$ cat src/verilog/ccf_pkg.sv
package ccf_pkg;
  // Channel register window: byte address bits [6:4] pick the channel, [3:2] the word.
  localparam int CH_SEL_LSB = 4;
  localparam int CH_SEL_MSB = 6;
  localparam int REG_SEL_LSB = 2;
  localparam int REG_SEL_MSB = 3;
  localparam int BLOCK_SEL_BIT = 7;
  localparam logic [1:0] REG_STATUS = 2'h0;
  localparam logic [1:0] REG_GEN_B = 2'h1;
  localparam logic [1:0] REG_GEN_C = 2'h2;
  localparam logic [1:0] REG_MODE = 2'h3;

  // Pulse generator and interrupt registers.
  localparam logic [7:0] ADDR_PULSE_CTRL = 8'h80;
  localparam logic [7:0] ADDR_NEXT_DATA = 8'h84;
  localparam logic [7:0] ADDR_OUTPUT_DATA = 8'h88;
  localparam logic [7:0] ADDR_PIN_ENABLE = 8'h8c;
  localparam logic [7:0] ADDR_IRQ_STATUS = 8'h90;
  localparam logic [7:0] ADDR_IRQ_CLEAR = 8'h94;
  localparam logic [7:0] ADDR_IRQ_ENABLE = 8'h98;

  // Status register field positions.
  localparam int FLAG_B_BIT = 1;
  localparam int FLAG_C_BIT = 2;
  localparam int STATUS_WIDTH = 3;

  // Channel mode register fields.
  localparam int MODE_B_CAPTURE = 0;
  localparam int MODE_C_CAPTURE = 1;
  localparam int MODE_A_CAPTURE = 2;
  localparam int MODE_IE_B = 3;
  localparam int MODE_IE_C = 4;
  localparam int MODE_WIDTH = 5;

  // Pulse control register fields and reset value.
  localparam int CTRL_STOP_BIT = 0;
  localparam int CTRL_SEL_LSB = 4;
  localparam int CTRL_SEL_WIDTH = 3;
  localparam logic CTRL_STOP_RESET = 1'h1;

  // Interrupt status bits.
  localparam int IRQ_PULSE = 0;
  localparam int IRQ_FLAG_B = 1;
  localparam int IRQ_FLAG_C = 2;
  localparam int IRQ_WIDTH = 3;

  // Channels that own flag C (channels 0 and 3).
  localparam logic [7:0] FLAG_C_CHANNELS = 8'h09;

  // Bus responses.
  localparam logic [1:0] RESP_OKAY = 2'h0;
  localparam logic [1:0] RESP_DECERR = 2'h3;

  typedef enum logic [0:0] {
    PHASE_IDLE = 1'b0,
    PHASE_RESP = 1'b1
  } bus_phase_t;
endpackage

$ cat src/verilog/channel_regs_if.sv
`timescale 1ns/1ps
// Register strobes and register contents of one timer channel.
interface channel_regs_if #(
  parameter int COUNT_WIDTH = 16
);
  logic wr_status;
  logic wr_gen_b;
  logic wr_gen_c;
  logic wr_mode;
  logic rd_status;
  logic [COUNT_WIDTH-1:0] wdata;
  logic [COUNT_WIDTH-1:0] wmask;
  logic [ccf_pkg::STATUS_WIDTH-1:0] status;
  logic [COUNT_WIDTH-1:0] gen_b;
  logic [COUNT_WIDTH-1:0] gen_c;
  logic [ccf_pkg::MODE_WIDTH-1:0] mode;
  logic set_b;
  logic set_c;
  modport host (output wr_status, wr_gen_b, wr_gen_c, wr_mode, rd_status, wdata, wmask,
                input status, gen_b, gen_c, mode, set_b, set_c);
  modport unit (input wr_status, wr_gen_b, wr_gen_c, wr_mode, rd_status, wdata, wmask,
                output status, gen_b, gen_c, mode, set_b, set_c);
endinterface

$ cat src/verilog/channel_flags.sv
`timescale 1ns/1ps
// Flags B and C of one channel with their general registers and mode bits.
module channel_flags #(
  parameter bit HAS_FLAG_C = 1'b1,
  parameter int COUNT_WIDTH = 16
) (
  input wire logic aclk, // Clock.
  input wire logic aresetn, // Synchronous reset, active low.
  input wire logic [COUNT_WIDTH-1:0] timer_count, // Channel counter value.
  input wire logic capture_b, // Input capture strobe for B.
  input wire logic capture_c, // Input capture strobe for C.
  input wire logic dtc_ack_b, // Transfer controller started by interrupt B.
  input wire logic dtc_ack_c, // Transfer controller started by interrupt C.
  input wire logic dtc_interrupt_after_transfer_select, // Interrupt-after-transfer select of that transfer.
  channel_regs_if.unit regs // Register side.
);
  logic flag_b;
  logic flag_c;
  logic armed_b;
  logic armed_c;
  logic clr_b;
  logic clr_c;

  // Set conditions: compare match in compare mode, capture strobe in capture mode.
  assign regs.set_b = regs.mode[ccf_pkg::MODE_B_CAPTURE] ? capture_b
                    : (timer_count == regs.gen_b); // [RQ6] [RQ7]
  assign regs.set_c = HAS_FLAG_C && (regs.mode[ccf_pkg::MODE_C_CAPTURE] ? capture_c
                    : (timer_count == regs.gen_c)); // [RQ1] [RQ2] [RQ3]

  // Clear by transfer controller with interrupt-after-transfer select low, or by a zero written after the flag was read as one.
  assign clr_b = (dtc_ack_b && !dtc_interrupt_after_transfer_select) // [RQ8]
               || (regs.wr_status && regs.wmask[ccf_pkg::FLAG_B_BIT]
                   && !regs.wdata[ccf_pkg::FLAG_B_BIT] && armed_b); // [RQ9]
  assign clr_c = (dtc_ack_c && !dtc_interrupt_after_transfer_select) // [RQ4]
               || (regs.wr_status && regs.wmask[ccf_pkg::FLAG_C_BIT]
                   && !regs.wdata[ccf_pkg::FLAG_C_BIT] && armed_c); // [RQ5]

  // Flags: a set in the same cycle as a clear wins; a written one changes nothing.
  always_ff @(posedge aclk) begin
    if (!aresetn) begin
      flag_b <= 1'b0;
      flag_c <= 1'b0;
    end else begin
      flag_b <= regs.set_b || (flag_b && !clr_b); // [RQ9]
      flag_c <= regs.set_c || (flag_c && !clr_c); // [RQ3] [RQ5]
    end
  end

  // Arming: a status read that returns one arms the clear; a write to the bit disarms unless such a read comes in the same cycle.
  always_ff @(posedge aclk) begin
    if (!aresetn) begin
      armed_b <= 1'b0;
      armed_c <= 1'b0;
    end else begin
      if (regs.rd_status && flag_b) begin
        armed_b <= 1'b1;
      end else if ((regs.wr_status && regs.wmask[ccf_pkg::FLAG_B_BIT]) || !flag_b) begin
        armed_b <= 1'b0;
      end
      if (regs.rd_status && flag_c) begin
        armed_c <= 1'b1;
      end else if ((regs.wr_status && regs.wmask[ccf_pkg::FLAG_C_BIT]) || !flag_c) begin
        armed_c <= 1'b0;
      end
    end
  end

  // General registers: a capture overrides a software write in the same cycle.
  always_ff @(posedge aclk) begin
    if (!aresetn) begin
      regs.gen_b <= '0;
      regs.gen_c <= '0;
    end else begin
      if (regs.mode[ccf_pkg::MODE_B_CAPTURE] && capture_b) begin
        regs.gen_b <= timer_count; // [RQ7]
      end else if (regs.wr_gen_b) begin
        regs.gen_b <= (regs.gen_b & ~regs.wmask) | (regs.wdata & regs.wmask);
      end
      if (regs.mode[ccf_pkg::MODE_C_CAPTURE] && capture_c) begin
        regs.gen_c <= timer_count; // [RQ2]
      end else if (regs.wr_gen_c) begin
        regs.gen_c <= (regs.gen_c & ~regs.wmask) | (regs.wdata & regs.wmask);
      end
    end
  end

  // Mode bits sit in the low byte.
  always_ff @(posedge aclk) begin
    if (!aresetn) begin
      regs.mode <= '0;
    end else if (regs.wr_mode && regs.wmask[0]) begin
      regs.mode <= regs.wdata[ccf_pkg::MODE_WIDTH-1:0];
    end
  end

  assign regs.status = {flag_c, flag_b, 1'b0};
endmodule // channel_flags

$ cat src/verilog/pulse_stage.sv
`timescale 1ns/1ps
// Output data latch of the pulse generator and pin ownership.
module pulse_stage #(
  parameter int WIDTH = 16
) (
  input wire logic aclk, // Clock.
  input wire logic aresetn, // Synchronous reset, active low.
  input wire logic trigger, // Output trigger event.
  input wire logic module_stop, // Generator halted.
  input wire logic [WIDTH-1:0] next_data, // Next output pattern.
  input wire logic [WIDTH-1:0] pin_enable, // Software pin selection.
  input wire logic [WIDTH-1:0] other_oe, // Other peripheral drives the pin.
  output logic [WIDTH-1:0] output_data, // Current output pattern.
  output logic [WIDTH-1:0] pulse_out_oe // Pulse output enables.
);
  // Transfer happens on every trigger while running, whatever the pins are used for.
  always_ff @(posedge aclk) begin
    if (!aresetn) begin
      output_data <= '0;
    end else if (trigger && !module_stop) begin
      output_data <= next_data; // [RQ13] [RQ11] [RQ12]
    end
  end

  // A pin claimed by another peripheral is never driven here.
  assign pulse_out_oe = pin_enable & ~other_oe & {WIDTH{!module_stop}}; // [RQ13] [RQ15]
endmodule // pulse_stage

$ cat src/verilog/capture_compare_flags_pulse_trigger.sv
// Our own choices: the placing of the registers and the AXI4-Lite interface to the registers.
`timescale 1ns/1ps
// Function
// [RQ1] Compare match C sets flag C
// [RQ2] Capture into register C sets flag C
// [RQ3] Flag C only in channels 0 and 3
// [RQ4] Transfer started by interrupt C clears flag
// [RQ5] Read one then write zero clears C
// [RQ6] Compare match B sets flag B
// [RQ7] Capture into register B sets flag B
// [RQ8] Transfer started by interrupt B clears flag
// [RQ9] Read one then write zero clears B
// [RQ10] Software rereads flag after clearing it
// [RQ11] Capture on register A triggers pulse output
// [RQ12] Generator starts stopped, registers locked
// [RQ13] Foreign pins not driven, transfer continues
// [RQ14] Change pin functions without pending triggers
// [RQ15] Pins owned elsewhere unusable for pulses
// [RQ16] Interrupt request while flag and enable set
module capture_compare_flags_pulse_trigger #(
  parameter int NUM_CH = 6,
  parameter int COUNT_WIDTH = 16,
  parameter int PULSE_WIDTH = 16,
  parameter int ADDR_WIDTH = 8
) (
  input wire logic aclk, // Clock, 50 MHz.
  input wire logic aresetn, // Synchronous reset, active low.
  input wire logic [ADDR_WIDTH-1:0] s_axi_awaddr, // Write address.
  input wire logic s_axi_awvalid, // Write address valid.
  output logic s_axi_awready, // Write address ready.
  input wire logic [31:0] s_axi_wdata, // Write data.
  input wire logic [3:0] s_axi_wstrb, // Write byte strobes.
  input wire logic s_axi_wvalid, // Write data valid.
  output logic s_axi_wready, // Write data ready.
  output logic [1:0] s_axi_bresp, // Write response.
  output logic s_axi_bvalid, // Write response valid.
  input wire logic s_axi_bready, // Write response ready.
  input wire logic [ADDR_WIDTH-1:0] s_axi_araddr, // Read address.
  input wire logic s_axi_arvalid, // Read address valid.
  output logic s_axi_arready, // Read address ready.
  output logic [31:0] s_axi_rdata, // Read data.
  output logic [1:0] s_axi_rresp, // Read response.
  output logic s_axi_rvalid, // Read data valid.
  input wire logic s_axi_rready, // Read data ready.
  input wire logic [NUM_CH*COUNT_WIDTH-1:0] timer_count, // Counter of each channel.
  input wire logic [NUM_CH-1:0] capture_a, // Input capture strobes A.
  input wire logic [NUM_CH-1:0] compare_a, // Compare match strobes A.
  input wire logic [NUM_CH-1:0] capture_b, // Input capture strobes B.
  input wire logic [NUM_CH-1:0] capture_c, // Input capture strobes C.
  input wire logic [NUM_CH-1:0] dtc_ack_b, // Transfer controller started by interrupt B.
  input wire logic [NUM_CH-1:0] dtc_ack_c, // Transfer controller started by interrupt C.
  input wire logic dtc_interrupt_after_transfer_select, // Interrupt-after-transfer select of the transfer.
  output logic [NUM_CH-1:0] compare_interrupt_b, // Interrupt request B per channel.
  output logic [NUM_CH-1:0] compare_interrupt_c, // Interrupt request C per channel.
  input wire logic [PULSE_WIDTH-1:0] other_oe, // Other peripherals own these pins.
  output logic [PULSE_WIDTH-1:0] pulse_out, // Pulse output pin levels.
  output logic [PULSE_WIDTH-1:0] pulse_out_oe, // Pulse output pin enables.
  output logic irq // Summary interrupt, level.
);
  if (NUM_CH < 1 || NUM_CH > 8 || COUNT_WIDTH < 1 || COUNT_WIDTH > 32 ||
      PULSE_WIDTH < 1 || PULSE_WIDTH > 32 || ADDR_WIDTH < 8) begin : g_bad_params
    $error("capture_compare_flags_pulse_trigger: unsupported parameters");
  end

  localparam int SEL_W = ccf_pkg::CTRL_SEL_WIDTH;

  ccf_pkg::bus_phase_t wr_phase;
  ccf_pkg::bus_phase_t rd_phase;
  logic wr_fire;
  logic rd_fire;
  logic [7:0] wr_addr;
  logic [7:0] rd_addr;
  logic wr_ch_hit;
  logic rd_ch_hit;
  logic [SEL_W-1:0] wr_ch;
  logic [SEL_W-1:0] rd_ch;
  logic [1:0] wr_reg;
  logic [1:0] rd_reg;
  logic [31:0] byte_mask;
  logic [31:0] rd_word;
  logic rd_ok;
  logic wr_ok;
  logic module_stop;
  logic [SEL_W-1:0] trig_sel;
  logic [PULSE_WIDTH-1:0] next_data;
  logic [PULSE_WIDTH-1:0] pin_enable;
  logic [PULSE_WIDTH-1:0] output_data;
  logic trigger;
  logic [ccf_pkg::IRQ_WIDTH-1:0] irq_status;
  logic [ccf_pkg::IRQ_WIDTH-1:0] irq_enable;
  logic [ccf_pkg::IRQ_WIDTH-1:0] irq_events;
  logic [ccf_pkg::IRQ_WIDTH-1:0] irq_clear;
  logic [NUM_CH-1:0] any_set_b;
  logic [NUM_CH-1:0] any_set_c;
  logic [NUM_CH-1:0] a_capture_mode;
  logic [ccf_pkg::STATUS_WIDTH-1:0] ch_status [NUM_CH];
  logic [COUNT_WIDTH-1:0] ch_gen_b [NUM_CH];
  logic [COUNT_WIDTH-1:0] ch_gen_c [NUM_CH];
  logic [ccf_pkg::MODE_WIDTH-1:0] ch_mode [NUM_CH];

  // Address fields of the two channels.
  assign wr_addr = s_axi_awaddr[7:0];
  assign rd_addr = s_axi_araddr[7:0];
  assign wr_ch = wr_addr[ccf_pkg::CH_SEL_MSB:ccf_pkg::CH_SEL_LSB];
  assign rd_ch = rd_addr[ccf_pkg::CH_SEL_MSB:ccf_pkg::CH_SEL_LSB];
  assign wr_reg = wr_addr[ccf_pkg::REG_SEL_MSB:ccf_pkg::REG_SEL_LSB];
  assign rd_reg = rd_addr[ccf_pkg::REG_SEL_MSB:ccf_pkg::REG_SEL_LSB];
  assign wr_ch_hit = !wr_addr[ccf_pkg::BLOCK_SEL_BIT] && (int'(wr_ch) < NUM_CH);
  assign rd_ch_hit = !rd_addr[ccf_pkg::BLOCK_SEL_BIT] && (int'(rd_ch) < NUM_CH);

  // Write address and data are taken together, one write in flight.
  assign wr_fire = s_axi_awvalid && s_axi_wvalid && (wr_phase == ccf_pkg::PHASE_IDLE);
  assign s_axi_awready = wr_fire;
  assign s_axi_wready = wr_fire;
  assign s_axi_bvalid = (wr_phase == ccf_pkg::PHASE_RESP);
  assign rd_fire = s_axi_arvalid && (rd_phase == ccf_pkg::PHASE_IDLE);
  assign s_axi_arready = (rd_phase == ccf_pkg::PHASE_IDLE);
  assign s_axi_rvalid = (rd_phase == ccf_pkg::PHASE_RESP);

  // Byte strobes widened to a bit mask.
  always_comb begin
    for (int i = 0; i < 32; i++) begin
      byte_mask[i] = s_axi_wstrb[i/8];
    end
  end

  // Write decode: channel window or one of the fixed addresses other than the interrupt status.
  always_comb begin
    wr_ok = wr_ch_hit;
    case (wr_addr)
      ccf_pkg::ADDR_PULSE_CTRL,
      ccf_pkg::ADDR_NEXT_DATA,
      ccf_pkg::ADDR_OUTPUT_DATA,
      ccf_pkg::ADDR_PIN_ENABLE,
      ccf_pkg::ADDR_IRQ_CLEAR,
      ccf_pkg::ADDR_IRQ_ENABLE: wr_ok = 1'b1;
      default: wr_ok = wr_ch_hit;
    endcase
  end

  // Write channel state and response.
  always_ff @(posedge aclk) begin
    if (!aresetn) begin
      wr_phase <= ccf_pkg::PHASE_IDLE;
      s_axi_bresp <= ccf_pkg::RESP_OKAY;
    end else begin
      case (wr_phase)
        ccf_pkg::PHASE_IDLE: begin
          if (wr_fire) begin
            wr_phase <= ccf_pkg::PHASE_RESP;
            s_axi_bresp <= wr_ok ? ccf_pkg::RESP_OKAY : ccf_pkg::RESP_DECERR;
          end
        end
        ccf_pkg::PHASE_RESP: begin
          if (s_axi_bready) begin
            wr_phase <= ccf_pkg::PHASE_IDLE;
          end
        end
        default: wr_phase <= ccf_pkg::PHASE_IDLE;
      endcase
    end
  end

  // Timer channels, flag C present only where the channel mask says so.
  genvar g;
  generate
    for (g = 0; g < NUM_CH; g++) begin : g_ch
      channel_regs_if #(.COUNT_WIDTH(COUNT_WIDTH)) ch_if ();
      assign ch_if.wr_status = wr_fire && wr_ch_hit && int'(wr_ch) == g && wr_reg == ccf_pkg::REG_STATUS;
      assign ch_if.wr_gen_b = wr_fire && wr_ch_hit && int'(wr_ch) == g && wr_reg == ccf_pkg::REG_GEN_B;
      assign ch_if.wr_gen_c = wr_fire && wr_ch_hit && int'(wr_ch) == g && wr_reg == ccf_pkg::REG_GEN_C;
      assign ch_if.wr_mode = wr_fire && wr_ch_hit && int'(wr_ch) == g && wr_reg == ccf_pkg::REG_MODE;
      assign ch_if.rd_status = rd_fire && rd_ch_hit && int'(rd_ch) == g && rd_reg == ccf_pkg::REG_STATUS;
      assign ch_if.wdata = s_axi_wdata[COUNT_WIDTH-1:0];
      assign ch_if.wmask = byte_mask[COUNT_WIDTH-1:0];
      assign ch_status[g] = ch_if.status;
      assign ch_gen_b[g] = ch_if.gen_b;
      assign ch_gen_c[g] = ch_if.gen_c;
      assign ch_mode[g] = ch_if.mode;
      assign any_set_b[g] = ch_if.set_b;
      assign any_set_c[g] = ch_if.set_c;
      assign a_capture_mode[g] = ch_if.mode[ccf_pkg::MODE_A_CAPTURE];
      // Requests to the interrupt controller and the transfer controller.
      assign compare_interrupt_b[g] = ch_if.status[ccf_pkg::FLAG_B_BIT]
                                    && ch_if.mode[ccf_pkg::MODE_IE_B]; // [RQ16]
      assign compare_interrupt_c[g] = ch_if.status[ccf_pkg::FLAG_C_BIT]
                                    && ch_if.mode[ccf_pkg::MODE_IE_C]; // [RQ16]

      channel_flags #(
        .HAS_FLAG_C(ccf_pkg::FLAG_C_CHANNELS[g]), // [RQ3]
        .COUNT_WIDTH(COUNT_WIDTH)
      ) u_flags (
        .aclk(aclk),
        .aresetn(aresetn),
        .timer_count(timer_count[g*COUNT_WIDTH +: COUNT_WIDTH]),
        .capture_b(capture_b[g]),
        .capture_c(capture_c[g]),
        .dtc_ack_b(dtc_ack_b[g]),
        .dtc_ack_c(dtc_ack_c[g]),
        .dtc_interrupt_after_transfer_select(dtc_interrupt_after_transfer_select),
        .regs(ch_if)
      );
    end
  endgenerate

  // Pulse control: stopped after reset, then trigger channel selection.
  always_ff @(posedge aclk) begin
    if (!aresetn) begin
      module_stop <= ccf_pkg::CTRL_STOP_RESET; // [RQ12]
      trig_sel <= '0;
    end else if (wr_fire && wr_addr == ccf_pkg::ADDR_PULSE_CTRL && s_axi_wstrb[0]) begin
      module_stop <= s_axi_wdata[ccf_pkg::CTRL_STOP_BIT];
      trig_sel <= s_axi_wdata[ccf_pkg::CTRL_SEL_LSB +: SEL_W];
    end
  end

  // Generator data registers accept writes only while running.
  always_ff @(posedge aclk) begin
    if (!aresetn) begin
      next_data <= '0;
      pin_enable <= '0;
    end else if (wr_fire && !module_stop) begin // [RQ12]
      if (wr_addr == ccf_pkg::ADDR_NEXT_DATA) begin
        next_data <= (next_data & ~byte_mask[PULSE_WIDTH-1:0])
                   | (s_axi_wdata[PULSE_WIDTH-1:0] & byte_mask[PULSE_WIDTH-1:0]);
      end
      if (wr_addr == ccf_pkg::ADDR_PIN_ENABLE) begin
        pin_enable <= (pin_enable & ~byte_mask[PULSE_WIDTH-1:0])
                    | (s_axi_wdata[PULSE_WIDTH-1:0] & byte_mask[PULSE_WIDTH-1:0]);
      end
    end
  end

  // Trigger follows capture A when register A captures, compare match A otherwise.
  always_comb begin
    trigger = 1'b0;
    if (int'(trig_sel) < NUM_CH) begin
      trigger = a_capture_mode[trig_sel] ? capture_a[trig_sel] : compare_a[trig_sel]; // [RQ11]
    end
  end

  pulse_stage #(.WIDTH(PULSE_WIDTH)) u_pulse (
    .aclk(aclk),
    .aresetn(aresetn),
    .trigger(trigger),
    .module_stop(module_stop),
    .next_data(next_data),
    .pin_enable(pin_enable),
    .other_oe(other_oe),
    .output_data(output_data),
    .pulse_out_oe(pulse_out_oe)
  );

  assign pulse_out = output_data;

  // Interrupt events: pattern transfer, any flag B set, any flag C set.
  assign irq_events[ccf_pkg::IRQ_PULSE] = trigger && !module_stop;
  assign irq_events[ccf_pkg::IRQ_FLAG_B] = |any_set_b;
  assign irq_events[ccf_pkg::IRQ_FLAG_C] = |any_set_c;
  assign irq_clear = (wr_fire && wr_addr == ccf_pkg::ADDR_IRQ_CLEAR && s_axi_wstrb[0])
                   ? s_axi_wdata[ccf_pkg::IRQ_WIDTH-1:0] : '0;

  // Sticky status, a new event wins over a clear in the same cycle.
  always_ff @(posedge aclk) begin
    if (!aresetn) begin
      irq_status <= '0;
    end else begin
      irq_status <= irq_events | (irq_status & ~irq_clear);
    end
  end

  // Interrupt enables.
  always_ff @(posedge aclk) begin
    if (!aresetn) begin
      irq_enable <= '0;
    end else if (wr_fire && wr_addr == ccf_pkg::ADDR_IRQ_ENABLE && s_axi_wstrb[0]) begin
      irq_enable <= s_axi_wdata[ccf_pkg::IRQ_WIDTH-1:0];
    end
  end

  assign irq = |(irq_status & irq_enable);

  // Read multiplexer; generator data registers read zero while stopped.
  always_comb begin
    rd_word = '0;
    rd_ok = 1'b1;
    if (rd_ch_hit) begin
      case (rd_reg)
        ccf_pkg::REG_STATUS: rd_word[ccf_pkg::STATUS_WIDTH-1:0] = ch_status[rd_ch];
        ccf_pkg::REG_GEN_B: rd_word[COUNT_WIDTH-1:0] = ch_gen_b[rd_ch];
        ccf_pkg::REG_GEN_C: rd_word[COUNT_WIDTH-1:0] = ch_gen_c[rd_ch];
        ccf_pkg::REG_MODE: rd_word[ccf_pkg::MODE_WIDTH-1:0] = ch_mode[rd_ch];
        default: rd_word = '0;
      endcase
    end else begin
      case (rd_addr)
        ccf_pkg::ADDR_PULSE_CTRL: begin
          rd_word[ccf_pkg::CTRL_STOP_BIT] = module_stop;
          rd_word[ccf_pkg::CTRL_SEL_LSB +: SEL_W] = trig_sel;
        end
        ccf_pkg::ADDR_NEXT_DATA: rd_word[PULSE_WIDTH-1:0] = module_stop ? '0 : next_data;
        ccf_pkg::ADDR_OUTPUT_DATA: rd_word[PULSE_WIDTH-1:0] = module_stop ? '0 : output_data;
        ccf_pkg::ADDR_PIN_ENABLE: rd_word[PULSE_WIDTH-1:0] = module_stop ? '0 : pin_enable;
        ccf_pkg::ADDR_IRQ_STATUS: rd_word[ccf_pkg::IRQ_WIDTH-1:0] = irq_status;
        ccf_pkg::ADDR_IRQ_ENABLE: rd_word[ccf_pkg::IRQ_WIDTH-1:0] = irq_enable;
        ccf_pkg::ADDR_IRQ_CLEAR: rd_word = '0;
        default: rd_ok = 1'b0;
      endcase
    end
  end

  // Read channel state, data and response.
  always_ff @(posedge aclk) begin
    if (!aresetn) begin
      rd_phase <= ccf_pkg::PHASE_IDLE;
      s_axi_rdata <= '0;
      s_axi_rresp <= ccf_pkg::RESP_OKAY;
    end else begin
      case (rd_phase)
        ccf_pkg::PHASE_IDLE: begin
          if (rd_fire) begin
            rd_phase <= ccf_pkg::PHASE_RESP;
            s_axi_rdata <= rd_word;
            s_axi_rresp <= rd_ok ? ccf_pkg::RESP_OKAY : ccf_pkg::RESP_DECERR;
          end
        end
        ccf_pkg::PHASE_RESP: begin
          if (s_axi_rready) begin
            rd_phase <= ccf_pkg::PHASE_IDLE;
          end
        end
        default: rd_phase <= ccf_pkg::PHASE_IDLE;
      endcase
    end
  end
endmodule // capture_compare_flags_pulse_trigger

$ cat config.mk
export PLATFORM = sky130hd
export DESIGN_NAME = capture_compare_flags_pulse_trigger
export DESIGN_NICKNAME = d
export VERILOG_FILES = /design/src/verilog/ccf_pkg.sv /design/src/verilog/channel_regs_if.sv /design/src/verilog/channel_flags.sv /design/src/verilog/pulse_stage.sv /design/src/verilog/capture_compare_flags_pulse_trigger.sv
export SDC_FILE = /design/constraint.sdc
export NUM_CORES = 1
export LEC_CHECK = 0
export BUFFER_PORTS_ARGS = -buffer_cell sky130_fd_sc_hd__buf_2
export CAP_MARGIN = 20
export CELL_PAD_IN_SITES_DETAIL_PLACEMENT = 1
export CELL_PAD_IN_SITES_GLOBAL_PLACEMENT = 1
export CORE_MARGIN = 10
export CORE_UTILIZATION = 42
export DETAILED_ROUTE_END_ITERATION = 8
export PLACE_DENSITY = 0.79
export SLEW_MARGIN = 20
export SYNTH_ARGS = -nofsm -noshare
export SYNTH_HDL_FRONTEND = slang
export SYNTH_SLANG_ARGS = --single-unit
$ cat constraint.sdc
create_clock -name aclk -period 2.6 [get_ports aclk]
set_input_delay 0 -clock aclk [delete_from_list [all_inputs] [get_ports aclk]]
set_output_delay 0 -clock aclk [all_outputs]
set_load 0.01 [all_outputs]
==> metrics.yaml <==
htree_levels: 2
cts_root_buffer: "clkbuf_16"
grt_pass1_vias: 19800
grt_pass1_wl_um: 127000
worstSetupPathType: "reg -> reg"
cts_sinks: 324
worst_clock_skew_ps: 26.9
hold_ws_ps: 30.8
ios: 294
clk_pin_slew_ps: 70
synth_area_leader_cell: "dfxtp_1"
cts.path.max_buffers: 3
setup_tns_ps: 0
report.final.slew_viol_count: 0
drive_gt1_share_pct: 18.0
synth_ff_type: "dfxtp_1"
die_h_um: 227
vias: 19500
p_leak_nw: 9.09
vias_per_cell: 6.19
grt_busiest_layer: "met2"
grt.overflow.total: 0
fin_crit_sh_pct: 94.3
grt_use_met2_pct: 53.4
core_um2: 42100
ir_drop_mv: 0.427
die_area_um2: 51500
final_cell_mix: "nor2_1 (483), dfxtp_1 (324), a21oi_1 (261)"
fin_crit_ps: 2450
fmax_ghz: 0.408
drc_errors: 0
port_buffers: 259
hpwl_um: 61500
rr_endpoint: "irq_status[1]"
nets: 2782
wl_per_cell_um: 27.3
use_met3_pct: 6.70
worstSetupStartpointType: "register"
worstMarginPinSlew_ps: 945
syn_avg_cell_area_um2: 8.08
ant_nets: 0
path_max_fanout: 3
cts_tree: "done"
synth_top_area_share_pct: 36.1
start_util_pct: 42.7
finalWorstSetupSlack_ps: 147
synth_warnings: 0
critical_path.endpoint: "irq_status[1]"
drtIter0Drc: 2067
regToRegSetupSlack_ps: 150
power_density_nw_per_um2: 532
status: "finished, final reports clean"
r2r_cells: 7
crit_path_end_kind: "register"
ys_types: 70
yosys-top-cells-area: "dfxtp_1 (36%), nor2_1 (10%), a211oi_1 (8.2%), a21oi_1 (7.3%), mux2i_1 (5.1%)"
fin_cells: 3144
layout_commonest_cell: "nor2_1"
slew_headroom_pct: 36.8
gp_congestion: 0.966
rows: 75
drv_cap: 0
hold_viol: 0
n_fill_cell: 5105
met1_usage_pct: 39.2
grt_usage_pct: 32.3
first_pass_iters: 5
drt-total-wl_um: 85700
cp.required_ps: 3080
ys_async_sr_fraction_pct: 0
numCtsBuffers: 39
arrival_ps: 2930
setup_viol: 0
hold_path.class: "in -> reg"
clkLatencyLatePin_ps: 580
dp_cells: 2920
antenna_found_initial: 9
die_w_um: 227
rsz0062_at_grt: "false"
power_mw: 12.0
dp_slack_ps: 249
area_growth_pct: 25.5
ys_ff_latch: 324
synth_edf_count: 0
yosysSeqAreaShare_pct: 36.1
syn_inst: 2225
syn_area_um2: 18000
grt_max_degree: 69
## through the flow
stage / util [%] / area (um^2)
6_report: 53.6 / 22600
5_1_grt: 53.6 / 22600
4_1_cts: 53.5 / 22500
3_5_place_dp: 47.0 / 19800
3_3_place_gp: 47.0 / 19800
2_1_floorplan: - / 18000
## timing repair
| item | in CTS | in global routing |
|---|---|---|
| gates resized for setup | 0 | 1 |
| endpoints found under the setup margin | 0 | 4 |
| hold buffers | 146 | 0 |
| hold endpoints to repair | 285 | 0 |
| buffers inserted | 0 | 1 |
## critical path, stage by stage, from the launching register on
cell and delay, ps:
dfxtp_1 460, xor2_1 140, nor4_1 680, nand3_1 280
o41ai_1 340, buf_4 190, nor3_1 60, a41oi_1 200
## where the power goes
part	switching, mW	total [mW]	internal, mW
Combinational	0.875	1.39	0.519
Sequential	0.0278	5.02	4.99
Clock	2.35	5.59	3.24
## layout make-up
cell class / instances / area, um^2 / share of cell area, %
clock buffer: 57 / 1170 / 5.20
multi-input combinational: 1697 / 10600 / 46.9
sequential: 324 / 6490 / 28.7
timing repair buffer: 487 / 3450 / 15.3
inverter: 20 / 82.6 / 0.366
antenna: 8 / 20.0 / 0.0887
clock inverter: 12 / 100 / 0.443
tap: 539 / 674 / 2.99
## how the worst min path moves through the flow
stage	cells past startpoint	slack [ps]	to	from
after floorplan	1	50	pulse_out_oe[0]	other_oe[0]
after global placement	2	190	s_axi_rvalid	s_axi_rready
after detailed placement	2	190	s_axi_rvalid	s_axi_rready
after CTS	4	3	register	s_axi_awaddr[2]
after global routing	3	60	g_ch[5].u_flags.flag_b	capture_b[5]
final	4	30	g_ch[0].u_flags.flag_b	dtc_interrupt_after_transfer_select
## per-layer routing
layer  up-vias  part of all wire, %  wire length [um]
li1       8595                    -                 -
met1      9624                   39             33600
met2       994                   47             40400
met3       239                  8.5              7290
met4         0                  5.1              4400
met5         -                    0                 0
## cell usage after synthesis (all sizes together), types with 4 or more instances
library cell and n:
ha 5, nor4 17, xor2 100, o22a 9, o2bb2ai 5, and2 25
nand2b 5, o22ai 5, nor2 484, clkbuf 130, nand3 24, nor2b 11
buf 69, dfxtp 324, o31ai 4, a31oi 9, a222oi 4, a22oi 23
nor3 15, mux2i 92, a211oi 196, o41ai 7, a221oi 4, nand4 12
inv 18, a21oi 261, nor3b 22, a32oi 6, o21ai 103, nand2 109
xnor2 28, o21a 9, mux4 40, a22o 14
## cells by family after synthesis
group | after synthesis | share of synthesized area (%)
adder cells (fa/ha/maj) | 5 | 0.348
AND/OR/NAND/NOR | 737 | 17.9
XOR/XNOR | 128 | 6.23
multiplexers | 134 | 10.3
other | 1 | 0.0208
AO/OA/AOI/OAI | 677 | 23.7
flip-flops | 324 | 36.1
buffers and inverters | 219 | 5.45
Power figures use the tool's default switching activity.
